### config.mk
export PLATFORM = sky130hd
export DESIGN_NAME = motion_config_status_regs
export DESIGN_NICKNAME = d
export VERILOG_FILES = /design/src/rtl/mcs_pkg.sv /design/src/rtl/mcs_watch_if.sv /design/src/rtl/mcs_stall_watch.sv /design/src/rtl/motion_config_status_regs.sv
export VERILOG_INCLUDE_DIRS = /design/src /design/src/rtl
export SDC_FILE = /design/constraint.sdc
export NUM_CORES = 1
export LEC_CHECK = 0
export ABC_AREA = 1
export BUFFER_PORTS_ARGS = -buffer_cell sky130_fd_sc_hd__buf_2
export CORE_MARGIN = 5
export CORE_UTILIZATION = 54
export DETAILED_ROUTE_END_ITERATION = 6
export PLACE_DENSITY_LB_ADDON = 0.25
export SLEW_MARGIN = 20
export SYNTH_ARGS = -nofsm -noshare
export SYNTH_HDL_FRONTEND = slang
export SYNTH_SLANG_ARGS = --single-unit
### constraint.sdc
create_clock -name ref_clk_i -period 1.6 [get_ports ref_clk_i]
set_input_delay 0.16 -clock ref_clk_i [delete_from_list [all_inputs] [get_ports ref_clk_i]]
set_output_delay 0.16 -clock ref_clk_i [all_outputs]
set_load 0.02 [all_outputs]
### src/rtl/mcs_defines.svh
`ifndef MCS_DEFINES_SVH
`define MCS_DEFINES_SVH
// register offsets
`define MCS_ADDR_DEVICE_STATUS 8'h05
`define MCS_ADDR_SHAKE_THR_HIGH 8'h47
`define MCS_ADDR_PEAK_DUR_LOW 8'h48
`define MCS_ADDR_SHAKE_CNT_PEAK_HIGH 8'h49
`define MCS_ADDR_TIMER_CONTROL 8'h4a
`define MCS_ADDR_BURST_READ_COUNT 8'h4b
// reset values
`define MCS_RST_SHAKE_THR_HIGH 8'h00
`define MCS_RST_PEAK_DUR_LOW 8'h00
`define MCS_RST_SHAKE_CNT_PEAK_HIGH 8'h00
`define MCS_RST_TIMER_CONTROL 8'h00
`define MCS_RST_BURST_READ_COUNT 8'h06
// writable bits; reserved bits store nothing and read zero
`define MCS_WMASK_SHAKE_CNT_PEAK_HIGH 8'h7f
`define MCS_WMASK_TIMER_CONTROL 8'hf7
// status field positions
`define MCS_STAT_STATE_LSB 0
`define MCS_STAT_RES_BIT 2
`define MCS_STAT_WDT_BIT 4
`define MCS_STAT_OTP_BIT 7
// stall time before the bus watchdog fires, and clock period
`define MCS_STALL_TIME_NS 1000000
`define MCS_CLK_PERIOD_NS 5
`define MCS_STALL_CYCLES ((`MCS_STALL_TIME_NS + `MCS_CLK_PERIOD_NS - 1) / `MCS_CLK_PERIOD_NS)
`endif

### src/rtl/mcs_pkg.sv
package mcs_pkg;
   // operating state as reported in the status register
   typedef enum logic [1:0] {
      MCS_OP_STANDBY = 2'h0,
      MCS_OP_WAKE = 2'h1
   } mcs_op_state_t;
   // byte-wide register value
   typedef logic [7:0] mcs_byte_t;
endpackage

### src/rtl/mcs_watch_if.sv
`timescale 1ns/100ps
`default_nettype none
// link between the register bank and its serial clock stall watcher
interface mcs_watch_if;
   logic scl;       // serial clock level
   logic busy;      // target is inside a transaction
   logic low_en;    // watch low stalls
   logic high_en;   // watch high stalls
   logic timeout;   // one-cycle stall event
   modport watcher (input scl, input busy, input low_en, input high_en, output timeout);
   modport owner (output scl, output busy, output low_en, output high_en, input timeout);
endinterface
`default_nettype wire

### src/rtl/mcs_stall_watch.sv
`timescale 1ns/100ps
`default_nettype none
`include "mcs_defines.svh"
module mcs_stall_watch #(
   parameter int STALL_CYCLES = `MCS_STALL_CYCLES
) (
   input wire logic ref_clk_i,       // block clock
   input wire logic reset_i,         // sync reset, active high
   mcs_watch_if.watcher watch        // stall watch signals
);
   localparam int CW = $clog2(STALL_CYCLES + 1);
   logic [CW-1:0] count_q, count_d;  // cycles the clock has stood still
   logic scl_q, scl_d;               // last clock level
   logic armed;                      // watching the present level
   logic fire;                       // limit reached this cycle

   // a stall only counts for the level whose watch is enabled
   always_comb begin
      armed = watch.busy && (watch.scl ? watch.high_en : watch.low_en);
      fire = armed && (count_q == CW'(STALL_CYCLES - 1));
      scl_d = watch.scl;
      if (!armed || (watch.scl != scl_q) || fire) begin
         count_d = '0;  // restart on edge, disable or event
      end else begin
         count_d = count_q + CW'(1);
      end
   end

   // count and last clock level registers
   always_ff @(posedge ref_clk_i) begin
      if (reset_i) begin
         count_q <= '0;
         scl_q <= 1'b1;
      end else begin
         count_q <= count_d;
         scl_q <= scl_d;
      end
   end

   assign watch.timeout = fire;

   // disabled watch never accumulates a stall
   property p_watch_off_idle;
      @(posedge ref_clk_i) disable iff (reset_i)
         (!watch.low_en && !watch.high_en) |=> (count_q == '0);
   endproperty
   a_watch_off_idle: assert property (p_watch_off_idle) else $error("stall count ran while watch off");

   // an event only fires on an enabled level
   property p_fire_enabled;
      @(posedge ref_clk_i) disable iff (reset_i)
         watch.timeout |-> (watch.scl ? watch.high_en : watch.low_en);
   endproperty
   a_fire_enabled: assert property (p_fire_enabled) else $error("stall event on disabled level");
endmodule
`default_nettype wire

### src/rtl/motion_config_status_regs.sv
`timescale 1ns/100ps
`default_nettype none
`include "mcs_defines.svh"
module motion_config_status_regs #(
   parameter int STALL_CYCLES = `MCS_STALL_CYCLES  // bus stall limit in clocks
) (
   input wire logic ref_clk_i,                    // block clock, 200 MHz
   input wire logic reset_i,                      // sync reset, active high
   input wire logic [7:0] reg_addr_i,             // register address from serial target
   input wire logic reg_wr_i,                     // write strobe, one cycle
   input wire logic reg_rd_i,                     // read strobe, one cycle
   input wire logic [7:0] reg_wdata_i,            // write data
   output logic [7:0] reg_rdata_o,                // read data, registered
   input wire logic [1:0] op_state_i,             // operating state from mode logic
   input wire logic otp_active_i,                 // one-time memory is working
   input wire logic scl_i,                        // serial clock level
   input wire logic bus_busy_i,                   // serial target in a transaction
   input wire logic low_stall_watch_enable_i,     // watch low clock stalls
   input wire logic high_stall_watch_enable_i,    // watch high clock stalls
   output logic target_idle_o,                    // pulse: return target to idle
   output logic bus_watchdog_timeout_flag_o,      // sticky stall flag
   output logic [7:0] shake_level_high_o,         // shake threshold upper byte
   output logic [11:0] peak_span_duration_o,      // peak-to-peak duration
   output logic [2:0] shake_count_window_o,       // shake duration count
   output logic temp_period_int_en_o,             // periodic timer interrupt enable
   output logic [2:0] temp_period_o,              // periodic timer period
   output logic [2:0] tilt35_timer_o,             // tilt-35 duration
   output logic [7:0] burst_read_count_o          // burst read count
);
   mcs_watch_if watch_link ();                     // link to the stall watcher

   // stored configuration bytes
   mcs_pkg::mcs_byte_t shk_hi_q, shk_hi_d;        // shake threshold high
   mcs_pkg::mcs_byte_t pk_lo_q, pk_lo_d;          // peak duration low
   mcs_pkg::mcs_byte_t pk_hi_q, pk_hi_d;          // shake count and peak high
   mcs_pkg::mcs_byte_t tmr_q, tmr_d;              // timer control
   mcs_pkg::mcs_byte_t rdcnt_q, rdcnt_d;          // burst read count
   // status and read path
   logic wdt_flag_q, wdt_flag_d;                  // watchdog timeout flag
   mcs_pkg::mcs_byte_t rdata_q, rdata_d;          // read data holding register
   mcs_pkg::mcs_byte_t status_now;                // live status byte
   mcs_pkg::mcs_op_state_t state_rep;             // reported state
   logic status_read;                             // status register read this cycle

   // writable bit mask per address, zero for read-only or unmapped
   function automatic mcs_pkg::mcs_byte_t wmask(input logic [7:0] addr);
      case (addr)
         `MCS_ADDR_SHAKE_THR_HIGH: wmask = 8'hff;
         `MCS_ADDR_PEAK_DUR_LOW: wmask = 8'hff;
         `MCS_ADDR_SHAKE_CNT_PEAK_HIGH: wmask = `MCS_WMASK_SHAKE_CNT_PEAK_HIGH;
         `MCS_ADDR_TIMER_CONTROL: wmask = `MCS_WMASK_TIMER_CONTROL;
         `MCS_ADDR_BURST_READ_COUNT: wmask = 8'hff;
         default: wmask = 8'h00;
      endcase
   endfunction

   // write helper: take the masked new value when addressed
   function automatic mcs_pkg::mcs_byte_t wr_byte(input mcs_pkg::mcs_byte_t cur, input logic [7:0] here,
                                                 input logic wr, input logic [7:0] addr,
                                                 input mcs_pkg::mcs_byte_t wd);
      if (wr && (addr == here)) begin
         wr_byte = wd & wmask(addr);
      end else begin
         wr_byte = cur;
      end
   endfunction

   // stall watcher hookup
   assign watch_link.scl = scl_i;
   assign watch_link.busy = bus_busy_i;
   assign watch_link.low_en = low_stall_watch_enable_i;
   assign watch_link.high_en = high_stall_watch_enable_i;

   mcs_stall_watch #(
      .STALL_CYCLES(STALL_CYCLES)
   ) u_watch (
      .ref_clk_i(ref_clk_i),
      .reset_i(reset_i),
      .watch(watch_link.watcher)
   );

   // configuration register next values
   always_comb begin
      // only listed read-write addresses store; status and others ignore writes
      shk_hi_d = wr_byte(shk_hi_q, `MCS_ADDR_SHAKE_THR_HIGH, reg_wr_i, reg_addr_i, reg_wdata_i);
      pk_lo_d = wr_byte(pk_lo_q, `MCS_ADDR_PEAK_DUR_LOW, reg_wr_i, reg_addr_i, reg_wdata_i);
      pk_hi_d = wr_byte(pk_hi_q, `MCS_ADDR_SHAKE_CNT_PEAK_HIGH, reg_wr_i, reg_addr_i, reg_wdata_i);
      tmr_d = wr_byte(tmr_q, `MCS_ADDR_TIMER_CONTROL, reg_wr_i, reg_addr_i, reg_wdata_i);
      rdcnt_d = wr_byte(rdcnt_q, `MCS_ADDR_BURST_READ_COUNT, reg_wr_i, reg_addr_i, reg_wdata_i);
   end

   // configuration registers
   always_ff @(posedge ref_clk_i) begin
      if (reset_i) begin
         shk_hi_q <= `MCS_RST_SHAKE_THR_HIGH;
         pk_lo_q <= `MCS_RST_PEAK_DUR_LOW;
         pk_hi_q <= `MCS_RST_SHAKE_CNT_PEAK_HIGH;
         tmr_q <= `MCS_RST_TIMER_CONTROL;
         rdcnt_q <= `MCS_RST_BURST_READ_COUNT;
      end else begin
         shk_hi_q <= shk_hi_d;
         pk_lo_q <= pk_lo_d;
         pk_hi_q <= pk_hi_d;
         tmr_q <= tmr_d;
         rdcnt_q <= rdcnt_d;
      end
   end

   // status byte and read mux
   always_comb begin
      status_read = reg_rd_i && (reg_addr_i == `MCS_ADDR_DEVICE_STATUS);
      // any state other than wake is shown as standby, so reserved codes never appear
      if (op_state_i == 2'h1) begin
         state_rep = mcs_pkg::MCS_OP_WAKE;
      end else begin
         state_rep = mcs_pkg::MCS_OP_STANDBY;
      end
      status_now = 8'h00;
      status_now[`MCS_STAT_STATE_LSB +: 2] = state_rep;
      status_now[`MCS_STAT_RES_BIT] = 1'b0;
      status_now[`MCS_STAT_WDT_BIT] = wdt_flag_q;
      status_now[`MCS_STAT_OTP_BIT] = otp_active_i;
      // set beats the read clear, so an event landing on the read is kept
      if (watch_link.timeout) begin
         wdt_flag_d = 1'b1;
      end else if (status_read) begin
         wdt_flag_d = 1'b0;
      end else begin
         wdt_flag_d = wdt_flag_q;
      end
      rdata_d = rdata_q;
      if (reg_rd_i) begin
         case (reg_addr_i)
            `MCS_ADDR_DEVICE_STATUS: rdata_d = status_now;
            `MCS_ADDR_SHAKE_THR_HIGH: rdata_d = shk_hi_q;
            `MCS_ADDR_PEAK_DUR_LOW: rdata_d = pk_lo_q;
            `MCS_ADDR_SHAKE_CNT_PEAK_HIGH: rdata_d = pk_hi_q;
            `MCS_ADDR_TIMER_CONTROL: rdata_d = tmr_q;
            `MCS_ADDR_BURST_READ_COUNT: rdata_d = rdcnt_q;
            default: rdata_d = 8'h00;  // unmapped or reserved reads zero
         endcase
      end
   end

   // status and read registers
   always_ff @(posedge ref_clk_i) begin
      if (reset_i) begin
         wdt_flag_q <= 1'b0;
         rdata_q <= 8'h00;
      end else begin
         wdt_flag_q <= wdt_flag_d;
         rdata_q <= rdata_d;
      end
   end

   // outputs
   assign reg_rdata_o = rdata_q;
   assign target_idle_o = watch_link.timeout;
   assign bus_watchdog_timeout_flag_o = wdt_flag_q;
   assign shake_level_high_o = shk_hi_q;
   assign peak_span_duration_o = {pk_hi_q[3:0], pk_lo_q};
   assign shake_count_window_o = pk_hi_q[6:4];
   assign temp_period_int_en_o = tmr_q[7];
   assign temp_period_o = tmr_q[6:4];
   assign tilt35_timer_o = tmr_q[2:0];
   assign burst_read_count_o = rdcnt_q;

   // status read shows wake only for wake, standby otherwise
   property p_state_report;
      @(posedge ref_clk_i) disable iff (reset_i)
         status_read |=> (reg_rdata_o[1:0] == (($past(op_state_i) == 2'h1) ? 2'h1 : 2'h0));
   endproperty
   a_state_report: assert property (p_state_report) else $error("status state field wrong");

   // resolution bit is always zero on status reads
   property p_res_zero;
      @(posedge ref_clk_i) disable iff (reset_i)
         status_read |=> !reg_rdata_o[2];
   endproperty
   a_res_zero: assert property (p_res_zero) else $error("resolution bit not zero");

   // stall event idles target and raises the flag next cycle
   property p_wdt_set;
      @(posedge ref_clk_i) disable iff (reset_i)
         watch_link.timeout |-> target_idle_o ##1 bus_watchdog_timeout_flag_o;
   endproperty
   a_wdt_set: assert property (p_wdt_set) else $error("watchdog event not flagged");

   // status read returns the flag then clears it
   property p_wdt_clear;
      @(posedge ref_clk_i) disable iff (reset_i)
         (status_read && !watch_link.timeout) |=> (!bus_watchdog_timeout_flag_o
            && (reg_rdata_o[4] == $past(bus_watchdog_timeout_flag_o)));
   endproperty
   a_wdt_clear: assert property (p_wdt_clear) else $error("status read did not clear flag");

   // busy bit tracks memory activity at read time
   property p_otp_busy;
      @(posedge ref_clk_i) disable iff (reset_i)
         status_read |=> (reg_rdata_o[7] == $past(otp_active_i));
   endproperty
   a_otp_busy: assert property (p_otp_busy) else $error("busy bit mismatch");

   // writes to read-only or unmapped addresses change nothing
   property p_ro_ignore;
      @(posedge ref_clk_i) disable iff (reset_i)
         (reg_wr_i && (wmask(reg_addr_i) == 8'h00)) |=> ($stable(shk_hi_q) && $stable(pk_lo_q)
            && $stable(pk_hi_q) && $stable(tmr_q) && $stable(rdcnt_q));
   endproperty
   a_ro_ignore: assert property (p_ro_ignore) else $error("write to read-only changed state");

   // read-write register written then read returns the masked value
   property p_rw_back;
      @(posedge ref_clk_i) disable iff (reset_i)
         (reg_wr_i && (reg_addr_i == `MCS_ADDR_TIMER_CONTROL)) ##1
            (reg_rd_i && !reg_wr_i && (reg_addr_i == `MCS_ADDR_TIMER_CONTROL))
            |=> (reg_rdata_o == ($past(reg_wdata_i, 2) & `MCS_WMASK_TIMER_CONTROL));
   endproperty
   a_rw_back: assert property (p_rw_back) else $error("read-write readback wrong");

   // no stall event without an enabled watch
   property p_wdt_gated;
      @(posedge ref_clk_i) disable iff (reset_i)
         (!low_stall_watch_enable_i && !high_stall_watch_enable_i) |-> !target_idle_o;
   endproperty
   a_wdt_gated: assert property (p_wdt_gated) else $error("stall event while disabled");
endmodule
`default_nettype wire

==> PnR_summary.wiki, run 1 <==
{| class="wikitable"
! Metric !! Value
|-
| Result of the run || finished with violations
|-
| Violated checks || negative setup slack
|-
| First-pass GRT wire length || approximately 14000 µm
|-
| Worst Setup Slack post-DPL || 27.6 ps
|-
| Vias in the first global route || 2987
|-
| Most common cell after layout, fill and taps aside || nand2_1
|-
| Setup TNS Final || -115 ps
|-
| Maximum resistive drop on vdd || around 730 µV
|-
| Width of the die || 88.7 µm
|-
| Nature of the critical path startpoint || flip-flop
|-
| Number of inserted diodes || 0
|-
| Number of failing setup endpoints in the final timing report || 2
|-
| Detailed-placement wirelength estimate || between 6000 and 7000 µm
|-
| Sort of element at the end of the critical path || output port
|-
| Clock insertion delay at the later pin of the skew report || around 350 ps
|-
| Total standard cell area after synthesis || 0.00335 mm²
|-
| Setup slack of the most critical reg-to-reg path || -20 ps
|-
| Placeable core region || roughly 0.006 mm²
|-
| Final worst clock skew || 6.96 ps
|-
| Multi-input logic area || 0.00165 mm²
|-
| Synthesized net count || 490
|-
| Startpoint of the tightest hold check path || scl_i
|-
| Slew at the pin closest to its max-slew limit || approximately 440 ps
|-
| DIE HEIGHT || 88.7 µm
|-
| Net switching share of the total power || 22.6%
|-
| Ports || 75
|-
| Clock tree from TritonCTS || built
|-
| Register share of total power || between 40% and 50%
|-
| Count of buffers from port buffering || between 70 and 80
|-
| Most frequent cells in the layout || 82 x nand2_1, 73 x buf_2, 62 x dfxtp_1
|-
| Count of different cell masters after synthesis || 34
|-
| Area of the die || 0.00787 mm²
|-
| Final Util || 68.1%
|-
| Post-place instance area || around 0.0037 mm²
|-
| Mean area per synthesized cell || 7.24 µm²
|-
| Most common flop cell mapped by yosys || dfxtp_1
|-
| Grt total ovfl || 0
|-
| Routability-driven placement congestion ratio || between 0.8 and 0.9
|-
| Routed via count || 3308
|-
| Launch point of the worst path || u_watch.count_q[0]
|-
| Net count, final || 564
|-
| Summed area of non-filler cells in the final layout || 0.00405 mm²
|-
| Ratio of final minimum period to clock period || 106%
|-
| Min-Delay Path Class || primary input to flip-flop
|-
| Number of vias per cell after detailed routing || 5.37
|-
| Crit-path max FO || 2
|-
| Clk pin slew, worst setup/hold paths || 70 ps
|-
| CTS max path bufs || 2
|-
| R2R Path Start || u_watch.count_q[0]
|-
| Upper clock frequency limit || 590 MHz
|-
| Initial DRC count || between 200 and 300
|-
| Max-Cap Viols || 0
|-
| Number of buffers added by the clock tree synthesis step || 9
|-
| Worst slew slack as a fraction of its limit || 70.3%
|-
| Number of detailed-routing iterations run before antenna repair || 5
|-
| Setup repair after global routing missed its margin || true
|-
| Arrival @ worst endpoint || 1540 ps
|-
| Average routed wire per standard cell || 14.4 µm
|-
| Total Routed Length || 8880 µm
|-
| H-tree Lvls || 3
|-
| Data required time of the worst path || approximately 1400 ps
|-
| Combined global-route utilization of all metal layers || 23.5%
|-
| Sinks on Clock Net || 68
|-
| Net Sw Power || just over 800 µW
|-
| Number of placement rows || 28
|-
| Share of power burned in the clock network || between 40% and 50%
|-
| Count of hold-fix buffers inserted at cts || 0
|-
| Number of hold violations in the final report || 0
|-
| Path depth of the worst reg2reg path || 9
|-
| Fillers || around 500
|-
| Share of synthesized registers carrying an async set or reset || 0%
|-
| Overall power || ~3.6 mW
|-
| Synth Instances || around 460
|-
| Worst hold path depth || 2
|-
| RR Endpoint || u_watch.count_q[14]
|-
| Pwr/cell area || 891 mW/mm²
|-
| Proportion of synthesized chip area in sequential cells || 40.7%
|-
| Total leakage power || 1.85 nW
|-
| Register bit count reported by yosys || 68
|-
| Area growth, synth to finish || 21.2%
|-
| Total area of sequential cells || between 0.001 and 0.0015 mm²
|-
| Setup slack after layout || -96.4 ps
|-
| Crit Path Category || flip-flop to output port
|-
| Share of power burned in combinational logic || 4.6%
|-
| Initial Util || 56.2%
|-
| Hold-critical path endpoint || u_watch.scl_q
|-
| Share of final-layout standard cells stronger than drive strength 1 || 28.5%
|-
| Pin count of the biggest net entering global routing || 38
|-
| Initial antenna violation count || 0
|-
| Total of warnings raised by yosys || 0
|-
| Count of flip-flops with a built-in enable after synthesis || 0
|-
| Clock root buffer || clkbuf_8
|-
| Post-layout min period || approximately 1700 ps
|-
| Count of antenna-violating nets left after detailed routing || 0
|-
| Internal || 2.80 mW
|-
| Max-slew violation count || 0
|-
| DRC violation count after routing || 0
|}
-- routing by layer --
layer	wire length [µm]	global-route usage [%]	share of wire, %
met2	4010	35.9	45
met5	0	0	0
met4	221	9.48	2.5
met3	777	6.05	8.7
met1	3870	31.5	44
-- worst max-delay path by stage --
stage                                      to  cells after the start
after floorplan                 target_idle_o                      6
after global placement    u_watch.count_q[16]                      8
after detailed placement  u_watch.count_q[16]                      9
after CTS                       target_idle_o                      7
after global routing            target_idle_o                      7
final                           target_idle_o                      7
-- cells in the mapped netlist (2+ instances only) --
cell,n,area share [%]
dfxtp_1,68,41
or2_2,5,0.93
xor2_1,3,0.79
nor2_4,7,2.4
o21ai_0,37,5.5
buf_4,14,3.1
inv_1,46,5.2
nor2_1,35,3.9
nand2_1,84,9.4
nand3_1,51,7.6
buf_6,6,2.0
clkbuf_1,5,0.56
nand4_1,3,0.56
a21oi_1,53,7.9
inv_2,3,0.34
o21ai_1,7,1.0
nor3_1,11,1.6
nand2_2,7,1.3
buf_2,2,0.30
-- per-stage QoR --
stage	cells	hold WS, ps
after floorplan	462	264
after global placement	592	408
after detailed placement	592	413
after CTS	612	39.9
after global routing	616	59.4
final	616	51.0
-- critical path, stage by stage (launching register included) --
cell     delay, ps
dfxtp_4        360
ha_4           130
nand2_2         50
inv_2           80
nand2_4         60
nor3_4         120
nor4b_4        210
buf_4          180
-- state kept, by name, summed over array words and instances (netlist names) --
signal and cells:
burst_read_count_o 8, bus_watchdog_timeout_flag_o 1, pk_hi_q 8, pk_lo_q 8, reg_rdata_o 8, shake_level_high_o 8, tmr_q 8, u_watch.count_q 18
u_watch.scl_q 1
-- kinds of logic (layout without fill, tap and decap cells) --
logic type | count (synthesis) | after routing | share of synthesized area, %
AND/OR/NAND/NOR | 213 | 213 | 31.1
AO/OA/AOI/OAI | 99 | 99 | 15.0
buffers and inverters | 78 | 157 | 12.1
flip-flops | 68 | 68 | 40.7
XOR/XNOR | 3 | 3 | 0.785
adder cells (fa/ha/maj) | 1 | 1 | 0.374
-- layout make-up --
cell class	instances	area share, %
Multi-Input combinational cell	316	40.8
Tap cell	75	2.31
Inverter	50	4.63
Sequential cell	68	33.8
Clock buffer	9	3.06
Timing Repair Buffer	91	12.3
Clock inverter	7	3.06
-- power by group through the flow --
stage / Sequential [mW] / Combinational [mW] / Clock, mW
floorplan: 1.74 / 0.0958 / 0
global placement: 1.74 / 0.160 / 0
detailed placement: 1.74 / 0.162 / 0
CTS: 1.70 / 0.166 / 1.78
global route: 1.70 / 0.183 / 1.86
finish: 1.70 / 0.167 / 1.75
-- timing repair --
| action | CTS | global route |
|---|---|---|
| endpoints found under the setup margin | 2 | 19 |
| resized for setup | 8 | 18 |
| setup buffers | 4 | 4 |
| pin swaps | 3 | 3 |
(Power assumes the default switching activity.)
==> inputs of run 2 (changes only) <==
--- a/config.mk
+++ b/config.mk
@@ -7,8 +7,8 @@
 export NUM_CORES = 1
 export LEC_CHECK = 0
 export ABC_AREA = 1
-export BUFFER_PORTS_ARGS = -buffer_cell sky130_fd_sc_hd__buf_2
-export CORE_MARGIN = 5
+export BUFFER_PORTS_ARGS = -buffer_cell sky130_fd_sc_hd__clkbuf_2
+export CORE_MARGIN = 2
 export CORE_UTILIZATION = 54
 export DETAILED_ROUTE_END_ITERATION = 6
 export PLACE_DENSITY_LB_ADDON = 0.25
==> PnR_summary.wiki, run 2 (same netlist as run 1, synthesis figures left out) <==
{| class="wikitable"
! Metric !! Value
|-
| Result of the run || finished with violations
|-
| Violated checks || negative setup slack
|-
| Initial antenna violation count || 0 (unchanged)
|-
| Detailed-placement wirelength estimate || 6170 µm (-4.1%)
|-
| Net Sw Power || 782 µW (-4.3%)
|-
| Number of vias per cell after detailed routing || 5.36 (-0.16%)
|-
| Pwr/cell area || 863 mW/mm² (-3.1%)
|-
| Net switching share of the total power || 22.6% (about the same)
|-
| Routed via count || 3276 (-0.97%)
|-
| Overall power || 3.45 mW (-4.4%)
|-
| Data required time of the worst path || 1440 ps (about the same)
|-
| Clock insertion delay at the later pin of the skew report || 350 ps (about the same)
|-
| Number of inserted diodes || 0 (unchanged)
|-
| Count of buffers from port buffering || 74 (unchanged)
|-
| Setup slack after layout || -157 ps (-60.2 ps)
|-
| Worst Setup Slack post-DPL || 23.9 ps (-3.79 ps)
|-
| Ordered cell list for the critical path || nor4_2 > nand2_1 > nor4b_4 > buf_4
|-
| Nature of the critical path startpoint || flip-flop
|-
| Final worst clock skew || 8.03 ps (+1.07 ps)
|-
| Internal || 2.67 mW (-4.4%)
|-
| Grt total ovfl || 0 (unchanged)
|-
| Number of failing setup endpoints in the final timing report || 1 (-1)
|-
| Vias in the first global route || 2771 (-7.2%)
|-
| Startpoint of the tightest hold check path || scl_i
|-
| Number of buffers added by the clock tree synthesis step || 9 (unchanged)
|-
| Min-Delay Path Class || primary input to flip-flop
|-
| Initial Util || 56.2% (unchanged)
|-
| Crit Path Category || flip-flop to output port
|-
| Worst hold path depth || 2 (unchanged)
|-
| Max FFs per register || 18 (unchanged)
|-
| Area of the die || 0.00684 mm² (-13%)
|-
| Average routed wire per standard cell || 14.1 µm (-2.0%)
|-
| Setup TNS Final || -157 ps (-41.7 ps)
|-
| Placeable core region || 0.00596 mm² (unchanged)
|-
| Most flops, register || u_watch.count_q
|-
| Number of hold violations in the final report || 0 (unchanged)
|-
| H-tree Lvls || 3 (unchanged)
|-
| Delay of the slowest critical-path stage || 360 ps (about the same)
|-
| Share of power burned in combinational logic || 4.9% (+0.3 points)
|-
| Max-slew violation count || 0 (unchanged)
|-
| Count of antenna-violating nets left after detailed routing || 0 (unchanged)
|-
| R2R Path Start || u_watch.count_q[0]
|-
| Routability-driven placement congestion ratio || 0.845 (-0.93%)
|-
| Post-place instance area || 0.00367 mm² (+0.14%)
|-
| CP max stage cell || nor4_2
|-
| Share of final-layout standard cells stronger than drive strength 1 || 26.9% (-1.6 points)
|-
| Most common cell after layout, fill and taps aside || nand2_1
|-
| Most frequent cells in the layout || 82 x nand2_1, 73 x clkbuf_2, 64 x dfxtp_1
|-
| Path depth of the worst reg2reg path || 9 (unchanged)
|-
| Share of power burned in the clock network || 45.9% (-2.5 points)
|-
| First-pass GRT wire length || 13300 µm (-6.2%)
|-
| Combined global-route utilization of all metal layers || 25.9% (+2.5 points)
|-
| Post-layout min period || 1760 ps (+60.2 ps)
|-
| Sinks on Clock Net || 68 (unchanged)
|-
| Clock root buffer || clkbuf_8
|-
| Clock tree from TritonCTS || built
|-
| Clk pin slew, worst setup/hold paths || 70 ps (about the same)
|-
| Hold-critical path endpoint || u_watch.scl_q
|-
| Final Util || 67.2% (-0.88 points)
|-
| Maximum resistive drop on vdd || 622 µV (-15%)
|-
| Width of the die || 82.7 µm (-6.8%)
|-
| Worst slew slack as a fraction of its limit || 69.4% (-0.88 points)
|-
| Summed area of non-filler cells in the final layout || 0.00400 mm² (-1.3%)
|-
| RR Endpoint || u_watch.count_q[14]
|-
| Number of detailed-routing iterations run before antenna repair || 6 (+1)
|-
| Ports || 75 (unchanged)
|-
| Total Routed Length || 8630 µm (-2.8%)
|-
| Register share of total power || 49.2% (+2.2 points)
|-
| Slew at the pin closest to its max-slew limit || 455 ps (+13.1 ps)
|-
| Net count, final || 559 (-0.89%)
|-
| DIE HEIGHT || 82.7 µm (-6.8%)
|-
| Number of placement rows || 28 (unchanged)
|-
| Max-Cap Viols || 0 (unchanged)
|-
| Pin count of the biggest net entering global routing || 38 (unchanged)
|-
| Sort of element at the end of the critical path || output port
|-
| Ratio of final minimum period to clock period || 110% (+3.8 points)
|-
| Arrival @ worst endpoint || 1600 ps (+60 ps)
|-
| Area growth, synth to finish || 19.6%
|-
| Initial DRC count || 313 (+19%)
|-
| Upper clock frequency limit || 569 MHz (-3.4%)
|-
| Total leakage power || 1.79 nW (-3.3%)
|-
| Setup repair after global routing missed its margin || true
|-
| DRC violation count after routing || 0 (unchanged)
|-
| Crit-path max FO || 4 (+2)
|-
| CTS max path bufs || 2 (unchanged)
|-
| Setup slack of the most critical reg-to-reg path || 30 ps (+50 ps)
|}
## run 2: cell count changes in the layout (fill, tap and decap cells not counted), moves of 2 or more
cell,change
buf_4,-6
nor2_2,-2
clkbuf_2,+73
buf_2,-73
clkinv_2,+2
dfxtp_1,+2
## run 2: layout make-up
cell class | count | area [µm²]
multi-input combinational | 316 | 1650
clock inverter | 6 | 87.6
inverter | 50 | 188
tap | 75 | 93.8
fill | 542 | 1950
sequential | 68 | 1370
clock buffer | 10 | 138
timing repair buffer | 86 | 475
## run 2: what timing repair did
action	CTS	global route
buffers inserted	3	1
gates resized for setup	7	14
setup endpoints to repair	1	20
pin swaps	2	3
hold buffers	0	0
## run 2: how the worst max path moves through the flow
stage | slack (ps) | from | endpoint | cells after the start
after floorplan | 140 | u_watch.count_q[0] | target_idle_o | 6
after global placement | 80 | u_watch.count_q[0] | u_watch.count_q[16] | 8
after detailed placement | 20 | u_watch.count_q[0] | u_watch.count_q[2] | 8
after CTS | -230 | u_watch.count_q[1] | target_idle_o | 7
after global routing | -240 | u_watch.count_q[13] | target_idle_o | 4
final | -160 | u_watch.count_q[13] | target_idle_o | 4
## run 2: critical path: cells and delay by family, from the launching register on
family        cells  cell delay [ps]
buf+inv           1              170
simple gates      3              720
flops             1              350
## run 2: stage by stage
stage                     hold slack [ps]  instances
after floorplan                       264        462
after global placement                413        591
after detailed placement              420        591
after CTS                            57.8        610
after global routing                 73.7        611
final                                65.4        611
## run 2: per-layer routing
| layer | vias up | global-route usage (%) | part of all wire [%] |
|---|---|---|---|
| met5 | - | 0 | 0 |
| met4 | 0 | 9.84 | 1.3 |
| met3 | 12 | 4.89 | 7.8 |
| met2 | 128 | 41.9 | 47 |
| met1 | 1495 | 34.4 | 44 |
| li1 | 1641 | - | - |
## run 2: power groups by stage
stage | sequential [mW] | clock (mW) | combinational (mW)
5_1_grt | 1.70 | 1.67 | 0.185
4_1_cts | 1.70 | 1.61 | 0.167
6_report | 1.70 | 1.59 | 0.168
3_5_place_dp | 1.74 | 0 | 0.163
3_3_place_gp | 1.74 | 0 | 0.161
2_1_floorplan | 1.74 | 0 | 0.0958
==> inputs of run 3 (changes only) <==
--- a/config.mk
+++ b/config.mk
@@ -6,10 +6,10 @@
 export SDC_FILE = /design/constraint.sdc
 export NUM_CORES = 1
 export LEC_CHECK = 0
-export ABC_AREA = 1
+export ABC_AREA = 0
 export BUFFER_PORTS_ARGS = -buffer_cell sky130_fd_sc_hd__clkbuf_2
 export CORE_MARGIN = 2
-export CORE_UTILIZATION = 54
+export CORE_UTILIZATION = 34
 export DETAILED_ROUTE_END_ITERATION = 6
 export PLACE_DENSITY_LB_ADDON = 0.25
 export SLEW_MARGIN = 20
==> PnR_summary.wiki, run 3 <==
{| class="wikitable"
! Metric !! Value
|-
| Most frequent cells in the layout || 73 x clkbuf_2, 58 x dfxtp_1, 51 x buf_4
|-
| Setup slack of the most critical reg-to-reg path || 40 ps (about the same)
|-
| Min-Delay Path Class || primary input to flip-flop
|-
| Synth Instances || 351 (-24%)
|-
| Count of antenna-violating nets left after detailed routing || 0 (unchanged)
|-
| Number of inserted diodes || 0 (unchanged)
|-
| Count of hold-fix buffers inserted at cts || 0 (unchanged)
|-
| Clock tree from TritonCTS || built
|-
| Compound-gate portion of the synthesized area || 9.54% (-5.5 points)
|-
| Most common cell after layout, fill and taps aside || clkbuf_2
|-
| Setup repair after global routing missed its margin || true
|-
| Count of buffers from port buffering || 74 (unchanged)
|-
| Initial Util || 35.2% (-21 points)
|-
| Ports || 75 (unchanged)
|-
| Routability-driven placement congestion ratio || 0.790 (-6.4%)
|-
| GR Layer Usage met2 || 26.9% (-15 points)
|-
| Mean area per synthesized cell || 9.26 µm² (+28%)
|-
| Detailed-placement wirelength estimate || 6640 µm (+7.7%)
|-
| Number of failing setup endpoints in the final timing report || 1 (unchanged)
|-
| DIE HEIGHT || 102 µm (+23%)
|-
| Number of detailed-routing iterations run before antenna repair || 4 (-2)
|-
| Share of synthesized cell area in and, or, nand and nor gates || 27.2% (-3.9 points)
|-
| Maximum resistive drop on vdd || 581 µV (-6.5%)
|-
| Number of vias per cell after detailed routing || 5.02 (-6.5%)
|-
| Average routed wire per standard cell || 15.7 µm (+11%)
|-
| Upper clock frequency limit || 568 MHz (-0.27%)
|-
| Area growth, synth to finish || 34.3%
|-
| Placeable core region || 0.00924 mm² (+55%)
|-
| Setup slack after layout || -161 ps (-4.80 ps)
|-
| Worst slew slack as a fraction of its limit || 70.2% (+0.87 points)
|-
| Sort of element at the end of the critical path || output port
|-
| Nature of the critical path startpoint || flip-flop
|-
| Total leakage power || 1.84 nW (+2.7%)
|-
| Startpoint of the tightest hold check path || scl_i
|-
| Number of hold violations in the final report || 0 (unchanged)
|-
| Crit-path max FO || 2 (-2)
|-
| Area share of the largest cell type after synthesis || 41.9% (+1.2 points)
|-
| Share of final-layout standard cells stronger than drive strength 1 || 39.9% (+13 points)
|-
| Register bit count reported by yosys || 68 (unchanged)
|-
| Initial DRC count || 175 (-44%)
|-
| DRC violation count after routing || 0 (unchanged)
|-
| Most flops, register || u_watch.count_q
|-
| Count of flip-flops with a built-in enable after synthesis || 0 (unchanged)
|-
| Path depth of the worst reg2reg path || 4 (-5)
|-
| Clk pin slew, worst setup/hold paths || 80 ps (about the same)
|-
| Post-layout min period || 1760 ps (+4.80 ps)
|-
| Dominant combinational cell family by area after synthesis || simple AND/OR/NAND/NOR gates
|-
| Routed via count || 2959 (-9.7%)
|-
| Max FFs per register || 18 (unchanged)
|-
| Total Routed Length || 9240 µm (+7.1%)
|-
| Arrival @ worst endpoint || 1600 ps (about the same)
|-
| Number of buffers added by the clock tree synthesis step || 9 (unchanged)
|-
| Multiplexer share of the synthesized area || 10.2% (+10 points)
|-
| Area of the die || 0.0104 mm² (+51%)
|-
| Leading post-synthesis cells by instance count || 68 x dfxtp_1, 35 x nor2_1, 30 x a21oi_1, 29 x nand2_1, 23 x nand3_1
|-
| Data required time of the worst path || 1440 ps (about the same)
|-
| Crit Path Category || flip-flop to output port
|-
| Synthesized-area fraction occupied by adder cells || 0.385% (+0.011 points)
|-
| Synthesized net count || 379 (-23%)
|-
| R2R Path Start || burst_read_count_o[0]
|-
| Total standard cell area after synthesis || 0.00325 mm² (-2.8%)
|-
| Most used routing layer || met2
|-
| Share of synthesized registers carrying an async set or reset || 0% (unchanged)
|-
| Net count, final || 484 (-13%)
|-
| Violated checks || negative setup slack
|-
| Ratio of final minimum period to clock period || 110% (+0.30 points)
|-
| Result of the run || finished with violations
|-
| Count of different cell masters after synthesis || 44 (+29%)
|-
| CTS max path bufs || 2 (unchanged)
|-
| Number of placement rows || 35 (+25%)
|-
| Area contributors post-synth || dfxtp_1 42%, mux4_2 5.5%, a21oi_1 4.6%, mux2i_1 4.6%, nor2_1 4.0%
|-
| Initial antenna violation count || 0 (unchanged)
|-
| Launch point of the worst path || u_watch.count_q[7]
|-
| Crit path capture || target_idle_o
|-
| RR Endpoint || reg_rdata_o[0]
|-
| Global-route met3 utilization || 4.14% (-0.75 points)
|-
| Vias in the first global route || 2773 (+0.072%)
|-
| Pin count of the biggest net entering global routing || 39 (+2.6%)
|-
| Dominant cell by count in the synthesized netlist || dfxtp_1
|-
| Clock insertion delay at the later pin of the skew report || 340 ps (about the same)
|-
| Max-Cap Viols || 0 (unchanged)
|-
| Library cell with the largest summed area after synthesis || dfxtp_1
|-
| First-pass GRT wire length || 14400 µm (+8.6%)
|-
| Most common flop cell mapped by yosys || dfxtp_1
|-
| H-tree Lvls || 3 (unchanged)
|-
| Grt total ovfl || 0 (unchanged)
|-
| Worst Setup Slack post-DPL || -181 ps (-205 ps)
|-
| Max-slew violation count || 0 (unchanged)
|-
| Pwr/cell area || 800 mW/mm² (-7.3%)
|-
| Clock root buffer || clkbuf_8
|-
| Total of warnings raised by yosys || 0 (unchanged)
|-
| Proportion of synthesized chip area in sequential cells || 41.9% (+1.2 points)
|-
| Overall power || 3.50 mW (+1.2%)
|-
| Met1 demand-to-capacity share in global routing || 25.6% (-8.8 points)
|-
| Sinks on Clock Net || 68 (unchanged)
|-
| Width of the die || 102 µm (+23%)
|-
| Final worst clock skew || 7.82 ps (-0.212 ps)
|-
| Combined global-route utilization of all metal layers || 17.9% (-8.0 points)
|-
| Slew at the pin closest to its max-slew limit || 444 ps (-10.2 ps)
|-
| Post-synthesis share of cell area spent on xor and xnor gates || 4.31% (+3.5 points)
|}
==> run 3: changes by cell type in the layout (fill, tap and decap cells not counted), sizes merged, moves of 8 or more <==
| cell | previous run | this run |
|---|---|---|
| xnor2 | 0 | 9 |
| nand2 | 92 | 29 |
| buf | 13 | 53 |
| mux2i | 0 | 15 |
| a21oi | 54 | 30 |
| nand4 | 3 | 20 |
| inv | 49 | 5 |
| nand3 | 52 | 23 |
| mux4 | 0 | 8 |
| nor3 | 13 | 3 |
| o21ai | 44 | 3 |
==> run 3: kinds of logic after synthesis <==
| logic type | Yosys count |
|---|---|
| AND/OR/NAND/NOR | 159 |
| AO/OA/AOI/OAI | 48 |
| XOR/XNOR | 16 |
| flip-flops | 68 |
| adder cells (fa/ha/maj) | 1 |
| buffers and inverters | 36 |
| multiplexers | 23 |
==> run 3: worst min path at each step <==
stage	slack (ps)	endpoint	cells past startpoint
2_1_floorplan	270	u_watch.scl_q	1
3_3_place_gp	410	u_watch.scl_q	2
3_5_place_dp	420	u_watch.scl_q	2
4_1_cts	50	u_watch.scl_q	2
5_1_grt	70	u_watch.scl_q	2
6_report	70	u_watch.scl_q	2
==> run 3: where the power goes <==
part           internal [mW]  total [mW]  switching, mW
Sequential              1.69        1.70        0.00226
Combinational         0.0856       0.212          0.126
Clock                  0.888        1.59          0.700
==> run 3: layout make-up <==
| cell class | instances | area (µm²) |
|---|---|---|
| repair buffers | 127 | 802 |
| inverters | 3 | 11.3 |
| clock inverters | 7 | 98.8 |
| fillers | 894 | 4870 |
| flip-flops and latches | 68 | 1370 |
| clock buffers | 9 | 124 |
| well taps | 129 | 161 |
| multi-input cells | 247 | 1800 |
==> run 3: stage by stage <==
step                      TNS, ps  utilization, %  area, µm²  hold slack (ps)  cells
after floorplan                 0               -       3250              267    351
final                        -161            47.3       4370             66.3    590
after detailed placement    -2950            42.4       3920              419    564
after global placement      -1370            42.4       3920              409    564
after CTS                    -221            45.9       4240             48.8    586
after global routing         -309            47.3       4370             65.2    590
==> run 3: worst max-delay path, cell delays in order (launching register included) <==
cell and delay, ps:
dfxtp_2 340, nor4b_4 290, and3b_1 220, nand4_1 150, inv_1 100, clkbuf_8 140
==> run 3: metal layers <==
metal  share of wire, %  vias up
met4                1.3        0
met5                  0        -
met3                4.6       11
li1                   -     1471
met1                 50     1400
met2                 44       77
==> run 3: repair_timing <==
action                     in CTS  in global routing
setup buffers                   6                  6
pin swaps                       4                 11
setup endpoints to repair      17                 22
resized for setup              11                 20
